$ cat src/pkg/clkout_pkg.sv
// constants, register map and types of the clock channel output logic
package clkout_pkg;

    // output population
    localparam int NUM_CLK  = 10;
    localparam int NUM_REF  = 8;
    localparam int NUM_CHAN = 5;

    // register byte offsets
    localparam logic [7:0] ADDR_CLK_PWR = 8'h00;
    localparam logic [7:0] ADDR_CLK_EN  = 8'h04;
    localparam logic [7:0] ADDR_CLK_AMP = 8'h08;
    localparam logic [7:0] ADDR_REF_CFG = 8'h0C;
    localparam logic [7:0] ADDR_REF_EN  = 8'h10;
    localparam logic [7:0] ADDR_REF_AMP = 8'h14;
    localparam logic [7:0] ADDR_SYSREF  = 8'h18;
    localparam logic [7:0] ADDR_STATUS  = 8'h1C;

    // field positions
    localparam int CHAN_PD_LSB   = 16;
    localparam int REF_PD_LSB    = 8;
    localparam int REF_BIAS_LSB  = 16;
    localparam int SR_START_BIT  = 0;
    localparam int SR_STOP_BIT   = 1;
    localparam int ST_ACTIVE_BIT = 0;
    localparam int ST_AMPWARN_BIT = 1;
    localparam int ST_LIVE_LSB   = 8;

    // writable bits of each register
    localparam logic [31:0] MASK_CLK_PWR = 32'h001F_03FF;
    localparam logic [31:0] MASK_CLK_EN  = 32'h0000_03FF;
    localparam logic [31:0] MASK_CLK_AMP = 32'h000F_FFFF;
    localparam logic [31:0] MASK_REF_CFG = 32'h00FF_FFFF;
    localparam logic [31:0] MASK_REF_EN  = 32'h0000_00FF;
    localparam logic [31:0] MASK_REF_AMP = 32'h0000_FFFF;

    // reset values: all powered, disabled, 500 mV code, clock function
    localparam logic [31:0] RST_CLK_PWR = 32'h0000_0000;
    localparam logic [31:0] RST_CLK_EN  = 32'h0000_0000;
    localparam logic [31:0] RST_CLK_AMP = 32'h0005_5555;
    localparam logic [31:0] RST_REF_CFG = 32'h0000_0000;
    localparam logic [31:0] RST_REF_EN  = 32'h0000_0000;
    localparam logic [31:0] RST_REF_AMP = 32'h0000_5555;

    // amplitude code expected on outputs in sysref function
    localparam logic [1:0] AMP_SYSREF = 2'h1;

    // channel of each output, 0=A .. 4=E, output 0 in the low bits
    localparam logic [29:0] CLK_CHAN_MAP = {3'h4, 3'h4, 3'h3, 3'h2, 3'h2, 3'h1, 3'h1, 3'h0, 3'h0, 3'h0};
    localparam logic [23:0] REF_CHAN_MAP = {3'h3, 3'h2, 3'h2, 3'h1, 3'h1, 3'h0, 3'h0, 3'h0};

    // driver state handed to each analog output stage
    typedef enum logic [1:0] {
        OUT_OFF  = 2'b00,
        OUT_LOW  = 2'b01,
        OUT_ON   = 2'b10,
        OUT_BIAS = 2'b11
    } out_state_t;

    // sysref hand-over state
    typedef enum logic [1:0] {
        SR_IDLE   = 2'b00,
        SR_ACTIVE = 2'b01
    } sysref_state_t;

endpackage

$ cat src/pkg/sysref_ctl_if.sv
// control link between the output logic and the sysref hand-over machine
`timescale 1ns/1ps
`default_nettype none
interface sysref_ctl_if;
    import clkout_pkg::*;
    logic          start;
    logic          stop;
    logic          done;
    logic          active;
    sysref_state_t state;

    modport ctrl (output start, output stop, output done, input active, input state);
    modport fsm  (input start, input stop, input done, output active, output state);
endinterface
`default_nettype wire

$ cat src/clock_channel_output_logic.sv
// per-channel output steering, power, enable and amplitude control
//
// Summary of operation
// each reference output picks sysref or clock
// channels A-D hold clock and reference outputs
// channel E has two clocks, no references
// sysref references switched by the event logic
// clock-mode references use their own settings
// divider: channel in clock, global in sysref
// delay: channel in clock, own in sysref
// power-off per output, per channel for sysref
// enable per clock and reference output
// two-bit amplitude code per output
// sysref output state from internal state machine
// software sets 500 mV code before events
// bias bit holds idle line at midpoint
// enable low drives low; power-off wins
//
// Implementation choices: the APB register port and the register offsets.
`timescale 1ns/1ps
`default_nettype none
module clock_channel_output_logic
    import clkout_pkg::*;
(
    // clock and reset
    input  wire logic                  CLOCK_I,
    input  wire logic                  NRST_I,
    // apb slave
    input  wire logic                  PSEL_I,
    input  wire logic                  PENABLE_I,
    input  wire logic                  PWRITE_I,
    input  wire logic [7:0]            PADDR_I,
    input  wire logic [31:0]           PWDATA_I,
    input  wire logic [3:0]            PSTRB_I,
    output logic      [31:0]           PRDATA_O,
    output logic                       PREADY_O,
    output logic                       PSLVERR_O,
    // sysref sequencer
    input  wire logic                  SYSREF_START_I,
    input  wire logic                  SYSREF_DONE_I,
    output logic                       SYSREF_BUSY_O,
    // clock output stages
    output logic      [2*NUM_CLK-1:0]  CLK_STATE_O,
    output logic      [2*NUM_CLK-1:0]  CLK_AMP_O,
    // reference output stages
    output logic      [2*NUM_REF-1:0]  REF_STATE_O,
    output logic      [2*NUM_REF-1:0]  REF_AMP_O,
    output logic      [NUM_REF-1:0]    REF_DIV_SEL_O,
    output logic      [NUM_REF-1:0]    REF_DELAY_SEL_O
);

    // ******************************************
    // declarations
    // ******************************************
    logic [31:0]          clk_pwr_reg;
    logic [31:0]          clk_en_reg;
    logic [31:0]          clk_amp_reg;
    logic [31:0]          ref_cfg_reg;
    logic [31:0]          ref_en_reg;
    logic [31:0]          ref_amp_reg;
    logic [31:0]          status_word;
    logic [31:0]          next_rdata;
    logic                 next_slverr;
    logic                 wr_access;
    logic                 sw_start;
    logic                 sw_stop;
    logic                 amp_warn;
    logic [NUM_REF-1:0]   ref_live;
    logic [NUM_CLK-1:0]   clk_power_off;
    logic [NUM_CLK-1:0]   clk_enable;
    logic [NUM_CHAN-1:0]  chan_power_off;
    logic [NUM_REF-1:0]   output_function_select;
    logic [NUM_REF-1:0]   ref_power_off;
    logic [NUM_REF-1:0]   idle_line_bias;
    logic [NUM_REF-1:0]   ref_enable;

    sysref_ctl_if ctl ();

    // byte-lane merge limited to the writable bits
    function automatic logic [31:0] merge_word(input logic [31:0] old_word,
                                               input logic [31:0] new_word,
                                               input logic [3:0]  strb,
                                               input logic [31:0] mask);
        logic [31:0] lanes;
        lanes = {{8{strb[3]}}, {8{strb[2]}}, {8{strb[1]}}, {8{strb[0]}}};
        return (old_word & ~(lanes & mask)) | (new_word & lanes & mask);
    endfunction

    // ******************************************
    // field views
    // ******************************************
    assign clk_power_off          = clk_pwr_reg[NUM_CLK-1:0];
    assign chan_power_off         = clk_pwr_reg[CHAN_PD_LSB +: NUM_CHAN];
    assign clk_enable             = clk_en_reg[NUM_CLK-1:0];
    assign output_function_select = ref_cfg_reg[NUM_REF-1:0];
    assign ref_power_off          = ref_cfg_reg[REF_PD_LSB +: NUM_REF];
    assign idle_line_bias         = ref_cfg_reg[REF_BIAS_LSB +: NUM_REF];
    assign ref_enable             = ref_en_reg[NUM_REF-1:0];

    // ******************************************
    // apb slave
    // ******************************************
    // writes land at the access edge where pready is seen high
    assign wr_access = PSEL_I && PENABLE_I && PREADY_O && PWRITE_I;

    // configuration registers
    always_ff @(posedge CLOCK_I or negedge NRST_I)
    begin
        if (!NRST_I)
        begin
            clk_pwr_reg <= RST_CLK_PWR;
            clk_en_reg  <= RST_CLK_EN;
            clk_amp_reg <= RST_CLK_AMP;
            ref_cfg_reg <= RST_REF_CFG;
            ref_en_reg  <= RST_REF_EN;
            ref_amp_reg <= RST_REF_AMP;
        end
        else if (wr_access)
        begin
            if (PADDR_I == ADDR_CLK_PWR)
                clk_pwr_reg <= merge_word(clk_pwr_reg, PWDATA_I, PSTRB_I, MASK_CLK_PWR);
            else if (PADDR_I == ADDR_CLK_EN)
                clk_en_reg <= merge_word(clk_en_reg, PWDATA_I, PSTRB_I, MASK_CLK_EN);
            else if (PADDR_I == ADDR_CLK_AMP)
                clk_amp_reg <= merge_word(clk_amp_reg, PWDATA_I, PSTRB_I, MASK_CLK_AMP);
            else if (PADDR_I == ADDR_REF_CFG)
                ref_cfg_reg <= merge_word(ref_cfg_reg, PWDATA_I, PSTRB_I, MASK_REF_CFG);
            else if (PADDR_I == ADDR_REF_EN)
                ref_en_reg <= merge_word(ref_en_reg, PWDATA_I, PSTRB_I, MASK_REF_EN);
            else if (PADDR_I == ADDR_REF_AMP)
                ref_amp_reg <= merge_word(ref_amp_reg, PWDATA_I, PSTRB_I, MASK_REF_AMP);
        end
    end

    // software sysref commands, one-cycle pulses, low byte lane only
    always_ff @(posedge CLOCK_I or negedge NRST_I)
    begin
        if (!NRST_I)
        begin
            sw_start <= 1'b0;
            sw_stop  <= 1'b0;
        end
        else
        begin
            sw_start <= wr_access && (PADDR_I == ADDR_SYSREF) && PSTRB_I[0] && PWDATA_I[SR_START_BIT];
            sw_stop  <= wr_access && (PADDR_I == ADDR_SYSREF) && PSTRB_I[0] && PWDATA_I[SR_STOP_BIT];
        end
    end

    // status: hand-over state, amplitude check and live references
    always_comb
    begin
        status_word                 = 32'h0000_0000;
        status_word[ST_ACTIVE_BIT]  = ctl.active;
        status_word[ST_AMPWARN_BIT] = amp_warn;
        status_word[ST_LIVE_LSB +: NUM_REF] = ref_live;
    end

    // read decode; unmapped addresses answer with pslverr and zero data
    always_comb
    begin
        next_rdata  = 32'h0000_0000;
        next_slverr = 1'b0;
        if (PADDR_I == ADDR_CLK_PWR)
            next_rdata = clk_pwr_reg;
        else if (PADDR_I == ADDR_CLK_EN)
            next_rdata = clk_en_reg;
        else if (PADDR_I == ADDR_CLK_AMP)
            next_rdata = clk_amp_reg;
        else if (PADDR_I == ADDR_REF_CFG)
            next_rdata = ref_cfg_reg;
        else if (PADDR_I == ADDR_REF_EN)
            next_rdata = ref_en_reg;
        else if (PADDR_I == ADDR_REF_AMP)
            next_rdata = ref_amp_reg;
        else if (PADDR_I == ADDR_SYSREF)
            next_rdata = 32'h0000_0000;     // command bits read back as zero
        else if (PADDR_I == ADDR_STATUS)
            next_rdata = status_word;
        else
            next_slverr = 1'b1;
    end

    // answer prepared in the setup cycle so the access phase has no wait
    always_ff @(posedge CLOCK_I or negedge NRST_I)
    begin
        if (!NRST_I)
        begin
            PRDATA_O  <= 32'h0000_0000;
            PREADY_O  <= 1'b0;
            PSLVERR_O <= 1'b0;
        end
        else
        begin
            PREADY_O <= PSEL_I && !PENABLE_I;
            if (PSEL_I && !PENABLE_I)
            begin
                PRDATA_O  <= PWRITE_I ? 32'h0000_0000 : next_rdata;
                PSLVERR_O <= next_slverr;
            end
            else
            begin
                PRDATA_O  <= 32'h0000_0000;
                PSLVERR_O <= 1'b0;
            end
        end
    end

    // ******************************************
    // sysref hand-over
    // ******************************************
    // either the sequencer or software may open an event
    assign ctl.start = sw_start || SYSREF_START_I;
    assign ctl.stop  = sw_stop;
    assign ctl.done  = SYSREF_DONE_I;

    sysref_handover u_handover (
        .CLOCK_I (CLOCK_I),
        .NRST_I  (NRST_I),
        .ctl     (ctl)
    );

    // busy flag mirrors the hand-over machine
    always_ff @(posedge CLOCK_I or negedge NRST_I)
    begin
        if (!NRST_I)
            SYSREF_BUSY_O <= 1'b0;
        else
            SYSREF_BUSY_O <= (ctl.state == SR_ACTIVE);
    end

    // ******************************************
    // clock outputs
    // ******************************************
    // channel E sits in this loop only; it has no reference stage
    for (genvar y = 0; y < NUM_CLK; y++)
    begin : g_clk
        logic [2:0] chan;
        assign chan = CLK_CHAN_MAP[3*y +: 3];

        // power-off first, then enable; disabled stage drives low
        always_ff @(posedge CLOCK_I or negedge NRST_I)
        begin
            if (!NRST_I)
                CLK_STATE_O[2*y +: 2] <= OUT_OFF;
            else if (clk_power_off[y] || chan_power_off[chan])
                CLK_STATE_O[2*y +: 2] <= OUT_OFF;
            else if (!clk_enable[y])
                CLK_STATE_O[2*y +: 2] <= OUT_LOW;
            else
                CLK_STATE_O[2*y +: 2] <= OUT_ON;
        end

        // amplitude code passed straight to the driver
        always_ff @(posedge CLOCK_I or negedge NRST_I)
        begin
            if (!NRST_I)
                CLK_AMP_O[2*y +: 2] <= RST_CLK_AMP[2*y +: 2];
            else
                CLK_AMP_O[2*y +: 2] <= clk_amp_reg[2*y +: 2];
        end
    end

    // ******************************************
    // reference outputs
    // ******************************************
    for (genvar r = 0; r < NUM_REF; r++)
    begin : g_ref
        logic [2:0] chan;
        logic       sysref_fn;
        assign chan      = REF_CHAN_MAP[3*r +: 3];
        assign sysref_fn = output_function_select[r];

        // clock function follows own bits; sysref function is owned by the event
        always_ff @(posedge CLOCK_I or negedge NRST_I)
        begin
            if (!NRST_I)
                REF_STATE_O[2*r +: 2] <= OUT_OFF;
            else if (!sysref_fn)
            begin
                if (ref_power_off[r] || chan_power_off[chan])
                    REF_STATE_O[2*r +: 2] <= OUT_OFF;
                else if (!ref_enable[r])
                    REF_STATE_O[2*r +: 2] <= OUT_LOW;
                else
                    REF_STATE_O[2*r +: 2] <= OUT_ON;
            end
            else if (chan_power_off[chan])
                REF_STATE_O[2*r +: 2] <= OUT_OFF;
            else if (idle_line_bias[r])
                REF_STATE_O[2*r +: 2] <= OUT_BIAS;
            else if (ctl.active)
                REF_STATE_O[2*r +: 2] <= ref_enable[r] ? OUT_ON : OUT_LOW;
            else
                REF_STATE_O[2*r +: 2] <= OUT_OFF;
        end

        // divider and delay source: 0 channel, 1 sysref path
        always_ff @(posedge CLOCK_I or negedge NRST_I)
        begin
            if (!NRST_I)
            begin
                REF_DIV_SEL_O[r]   <= 1'b0;
                REF_DELAY_SEL_O[r] <= 1'b0;
                REF_AMP_O[2*r +: 2] <= RST_REF_AMP[2*r +: 2];
            end
            else
            begin
                REF_DIV_SEL_O[r]   <= sysref_fn;
                REF_DELAY_SEL_O[r] <= sysref_fn;
                REF_AMP_O[2*r +: 2] <= ref_amp_reg[2*r +: 2];
            end
        end

        // flags for status: switching now, and a wrong code under sysref
        assign ref_live[r] = sysref_fn && (REF_STATE_O[2*r +: 2] == OUT_ON);
    end

    // warn when a sysref output lacks the 500 mV code, a software slip
    always_comb
    begin
        amp_warn = 1'b0;
        for (int i = 0; i < NUM_REF; i++)
        begin
            if (output_function_select[i] && (ref_amp_reg[2*i +: 2] != AMP_SYSREF))
                amp_warn = 1'b1;
        end
    end

endmodule
`default_nettype wire

$ cat src/sysref_handover.sv
// sysref hand-over state machine owning reference outputs during an event
`timescale 1ns/1ps
`default_nettype none
module sysref_handover
    import clkout_pkg::*;
(
    // clock and reset
    input  wire logic CLOCK_I,
    input  wire logic NRST_I,
    // control link
    sysref_ctl_if.fsm ctl
);

    sysref_state_t state;
    sysref_state_t next_state;

    // ******************************************
    // next state
    // ******************************************
    // stop and done both end the event; a new start is taken only in idle
    always_comb
    begin
        next_state = state;
        case (state)
            SR_IDLE:
            begin
                if (ctl.start && !ctl.stop)
                    next_state = SR_ACTIVE;
            end
            SR_ACTIVE:
            begin
                if (ctl.stop || ctl.done)
                    next_state = SR_IDLE;
            end
            default:
                next_state = SR_IDLE;
        endcase
    end

    // state register
    always_ff @(posedge CLOCK_I or negedge NRST_I)
    begin
        if (!NRST_I)
            state <= SR_IDLE;
        else
            state <= next_state;
    end

    // outputs
    assign ctl.state  = state;
    assign ctl.active = (state == SR_ACTIVE);

endmodule
`default_nettype wire
$ cat config.mk
export PLATFORM = sky130hd
export DESIGN_NAME = clock_channel_output_logic
export DESIGN_NICKNAME = d
export VERILOG_FILES = /design/src/pkg/clkout_pkg.sv /design/src/pkg/sysref_ctl_if.sv /design/src/clock_channel_output_logic.sv /design/src/sysref_handover.sv
export SDC_FILE = /design/constraint.sdc
export NUM_CORES = 1
export LEC_CHECK = 0
export BUFFER_PORTS_ARGS = -buffer_cell sky130_fd_sc_hd__buf_2
export CAP_MARGIN = 10
export CORE_UTILIZATION = 50
export DETAILED_ROUTE_END_ITERATION = 8
export HOLD_SLACK_MARGIN = 0.12
export PLACE_DENSITY = 0.74
export RECOVER_POWER = 100
export SLEW_MARGIN = 20
export SYNTH_ARGS = -nofsm -noshare
export SYNTH_HDL_FRONTEND = slang
export SYNTH_SLANG_ARGS = --single-unit
$ cat constraint.sdc
create_clock -name CLOCK_I -period 2.6 [get_ports CLOCK_I]
set_clock_uncertainty 0.05 [all_clocks]
set_input_delay 0.26 -clock CLOCK_I [delete_from_list [all_inputs] [get_ports CLOCK_I]]
set_output_delay 0.26 -clock CLOCK_I [all_outputs]
set_load 0.005 [all_outputs]
==> results.sh <==
export IMPL_syn_inst=626
export IMPL_die_area_mm2=0.0168
export IMPL_yosys_top_cells_area="dfrtp_1 51%, mux2_2 12%, dfstp_2 12%"
export IMPL_final_period_utilization_pct=91.7
export IMPL_arrival_ps=2710
export IMPL_ys_async_sr_fraction_pct=100
export IMPL_die_width_um=130
export IMPL_synth_most_common_cell="dfrtp_1"
export IMPL_cts_tree="built"
export IMPL_maxSlewViolCount=0
export IMPL_cpMostUsedCell="clkbuf_1"
export IMPL_clk_latency_ps=490
export IMPL_ant_nets=0
export IMPL_start_util_pct=51.4
export IMPL_clk_pin_slew_worst_paths_ps=60
export IMPL_min_from="PADDR_I[6]"
export IMPL_cts_buffer_depth=3
export IMPL_die_h_um=130
export IMPL_required_ps=2930
export IMPL_cp_end_kind="flop"
export IMPL_worstMarginPinSlew_ps=1240
export IMPL_vias=5948
export IMPL_grt_first_pass_wirelength_mm=32.3
export IMPL_slowest_stage="dlygate4sd3_1"
export IMPL_rsz0062_at_grt="false"
export IMPL_drc=0
export IMPL_fin_nets=877
export IMPL_slew_headroom_pct=17.4
export IMPL_synth_xor_area_share_pct=0
export IMPL_startpoint_type="primary input"
export IMPL_netlist_area_mm2=0.00816
export IMPL_syn_area_per_cell_um2=13.0
export IMPL_ioPinCount=174
export IMPL_cp_startpoint="PADDR_I[5]"
export IMPL_cts_root_buffer="clkbuf_16"
export IMPL_coreArea_mm2=0.0159
export IMPL_path_cells="dlygate4sd3_1 -> clkbuf_1 -> or2_2 -> or2_0 -> nor3_4 -> clkbuf_1 -> mux2_2"
export IMPL_cpPeakStageDelay_ps=550
export IMPL_synthAdderAreaFrac_pct=0
export IMPL_netlist_cell_type_count=51
export IMPL_ctsHoldBuffers=31
export IMPL_drt_initial_drc_count=592
export IMPL_status="finished, final reports clean"
export IMPL_dpl_hpwl_mm=14.8
export IMPL_ff2ff_path_depth=5
export IMPL_ir_drop_mv=0.505
export IMPL_muxShareOfSynthArea_pct=15.4
export IMPL_finalSetupTns_ps=0
export IMPL_cts_sinks=203
export IMPL_grt_use_total_pct=25.7
export IMPL_cts_resized=0
export IMPL_critPathTopFamily="simple AND/OR/NAND/NOR gates"
export IMPL_finalCriticalPeriod_ps=2380
export IMPL_place_congestion=0.894
export IMPL_drtPass1Iterations=5
export IMPL_nFillCells=1282
export IMPL_hold_path_class="primary input to flop"
export IMPL_yosys_area_share_simple_pct=9.33
export IMPL_power_leakage_nw=4.76
export IMPL_yosysTopAreaCellShare_pct=51.2
export IMPL_grt_overflow_total=0
export IMPL_post_cts_buffers=0
export IMPL_syn_to_final_growth_pct=22.1
export IMPL_synth_main_ff_cell="dfrtp_1"
export IMPL_synth_top_family_by_area="multiplexers"
export IMPL_synth_edff_count=0
export IMPL_vias_per_cell=5.63
export IMPL_regToRegSetupSlack_ps=390
export IMPL_drive_gt1_share_pct=30.2
export IMPL_drv_cap=0
export IMPL_max_freq_mhz=419
export IMPL_fin_cells=1056
export IMPL_yosysSeqAreaShare_pct=62.8
export IMPL_yosys_register_bits=203
export IMPL_synth_top_area_cell="dfrtp_1"
export IMPL_wl_mm=21.3
export IMPL_powerDensity_mw_per_mm2=624
export IMPL_post_route_util_pct=62.7
export IMPL_synth_compound_area_share_pct=8.91
export IMPL_crit_buf_inv=3
export IMPL_routedWlPerCell_um=20.2
export IMPL_port_buffers=156
export IMPL_hold_depth=4
export IMPL_timing_rr_start="PREADY_O"
export IMPL_crit_type="primary input to flop"
export IMPL_finalSetupViolations=0
export IMPL_synth_warnings=0
export IMPL_place_inst=989
export IMPL_yosys_top_cells_count="167 x dfrtp_1, 90 x mux2_2, 47 x o21ai_0"
export IMPL_hold_viol_final=0
export IMPL_grt_max_degree=75
export IMPL_diodes=0
export IMPL_holdPathEnd="PSLVERR_O"
export IMPL_worstPathMaxFanout=6
export IMPL_grt_pass1_vias=5791
export IMPL_numCtsBuffers=20
export IMPL_antenna_found_initial=0
export IMPL_htree_levels=1
export IMPL_row_count=46
==> routing by layer <==
layer / global-route usage (%) / vias up / part of all wire (%)
li1: - / 2625 / -
met1: 34.3 / 2990 / 42
met2: 43.4 / 287 / 49
met3: 4.10 / 46 / 6.5
met4: 8.00 / 0 / 2.4
met5: 0 / - / 0
==> metrics by stage <==
stage	total power [mW]	setup slack [ps]	hold slack, ps	cell area, um2
final	6.22	215	126	9960
after global routing	6.42	163	165	9960
after CTS	6.27	367	120	10200
after detailed placement	3.51	179	272	9230
after global placement	3.50	197	261	9230
after floorplan	3.35	466	-85.6	8180
==> power breakdown <==
group | switching [mW] | leakage [nW] | total [mW] | internal, mW
Combinational | 0.190 | 1.85 | 0.293 | 0.103
Sequential | 0.0174 | 2.61 | 3.19 | 3.17
Clock | 1.16 | 0.302 | 2.73 | 1.57
==> cells in the final DEF (no fill, tap or decap), drive strengths merged, types with 3 or more instances in the layout <==
| master | n |
|---|---|
| nand2b | 3 |
| a22oi | 5 |
| or2 | 3 |
| nand4b | 8 |
| buf | 104 |
| clkbuf | 108 |
| o21ai | 47 |
| dlygate4sd3 | 31 |
| dfstp | 36 |
| and3 | 7 |
| nand2 | 14 |
| mux2 | 98 |
| nor2 | 50 |
| a221o | 5 |
| conb | 8 |
| inv | 16 |
| a21oi | 23 |
| clkinv | 4 |
| nor3 | 19 |
| mux2i | 12 |
| dfrtp | 167 |
| a21o | 6 |
| or3 | 9 |
| a31oi | 8 |
| nor3b | 12 |
| o211ai | 4 |
| nand3 | 4 |
| o22ai | 8 |
==> cell type report <==
| cell class | count | area (um2) | area share (%) |
|---|---|---|---|
| inverters | 17 | 63.8 | 0.641 |
| flip-flops and latches | 203 | 5120 | 51.5 |
| clock buffers | 32 | 597 | 5.99 |
| multi-input cells | 373 | 2730 | 27.4 |
| repair buffers | 211 | 1150 | 11.6 |
| clock inverters | 4 | 22.5 | 0.226 |
| well taps | 216 | 270 | 2.71 |
==> how the worst max path moves through the flow <==
stage,cells after the start,end,slack [ps]
detailed placement,6,flop,180
global route,7,flop,160
CTS,7,flop,370
global placement,6,flop,200
floorplan,6,flop,470
finish,7,flop,220
==> cells by family after synthesis <==
| kind of cell | after synthesis |
|---|---|
| AO/OA/AOI/OAI | 119 |
| buffers and inverters | 57 |
| flip-flops | 203 |
| multiplexers | 110 |
| other | 1 |
| AND/OR/NAND/NOR | 136 |
==> worst min-delay path, delay by kind of cell <==
| kind | cells | cell delay (ps) |
|---|---|---|
| AND/OR/NAND/NOR | 3 | 290 |
| buffers and inverters | 1 | 70 |
Power figures use the tool's default switching activity.
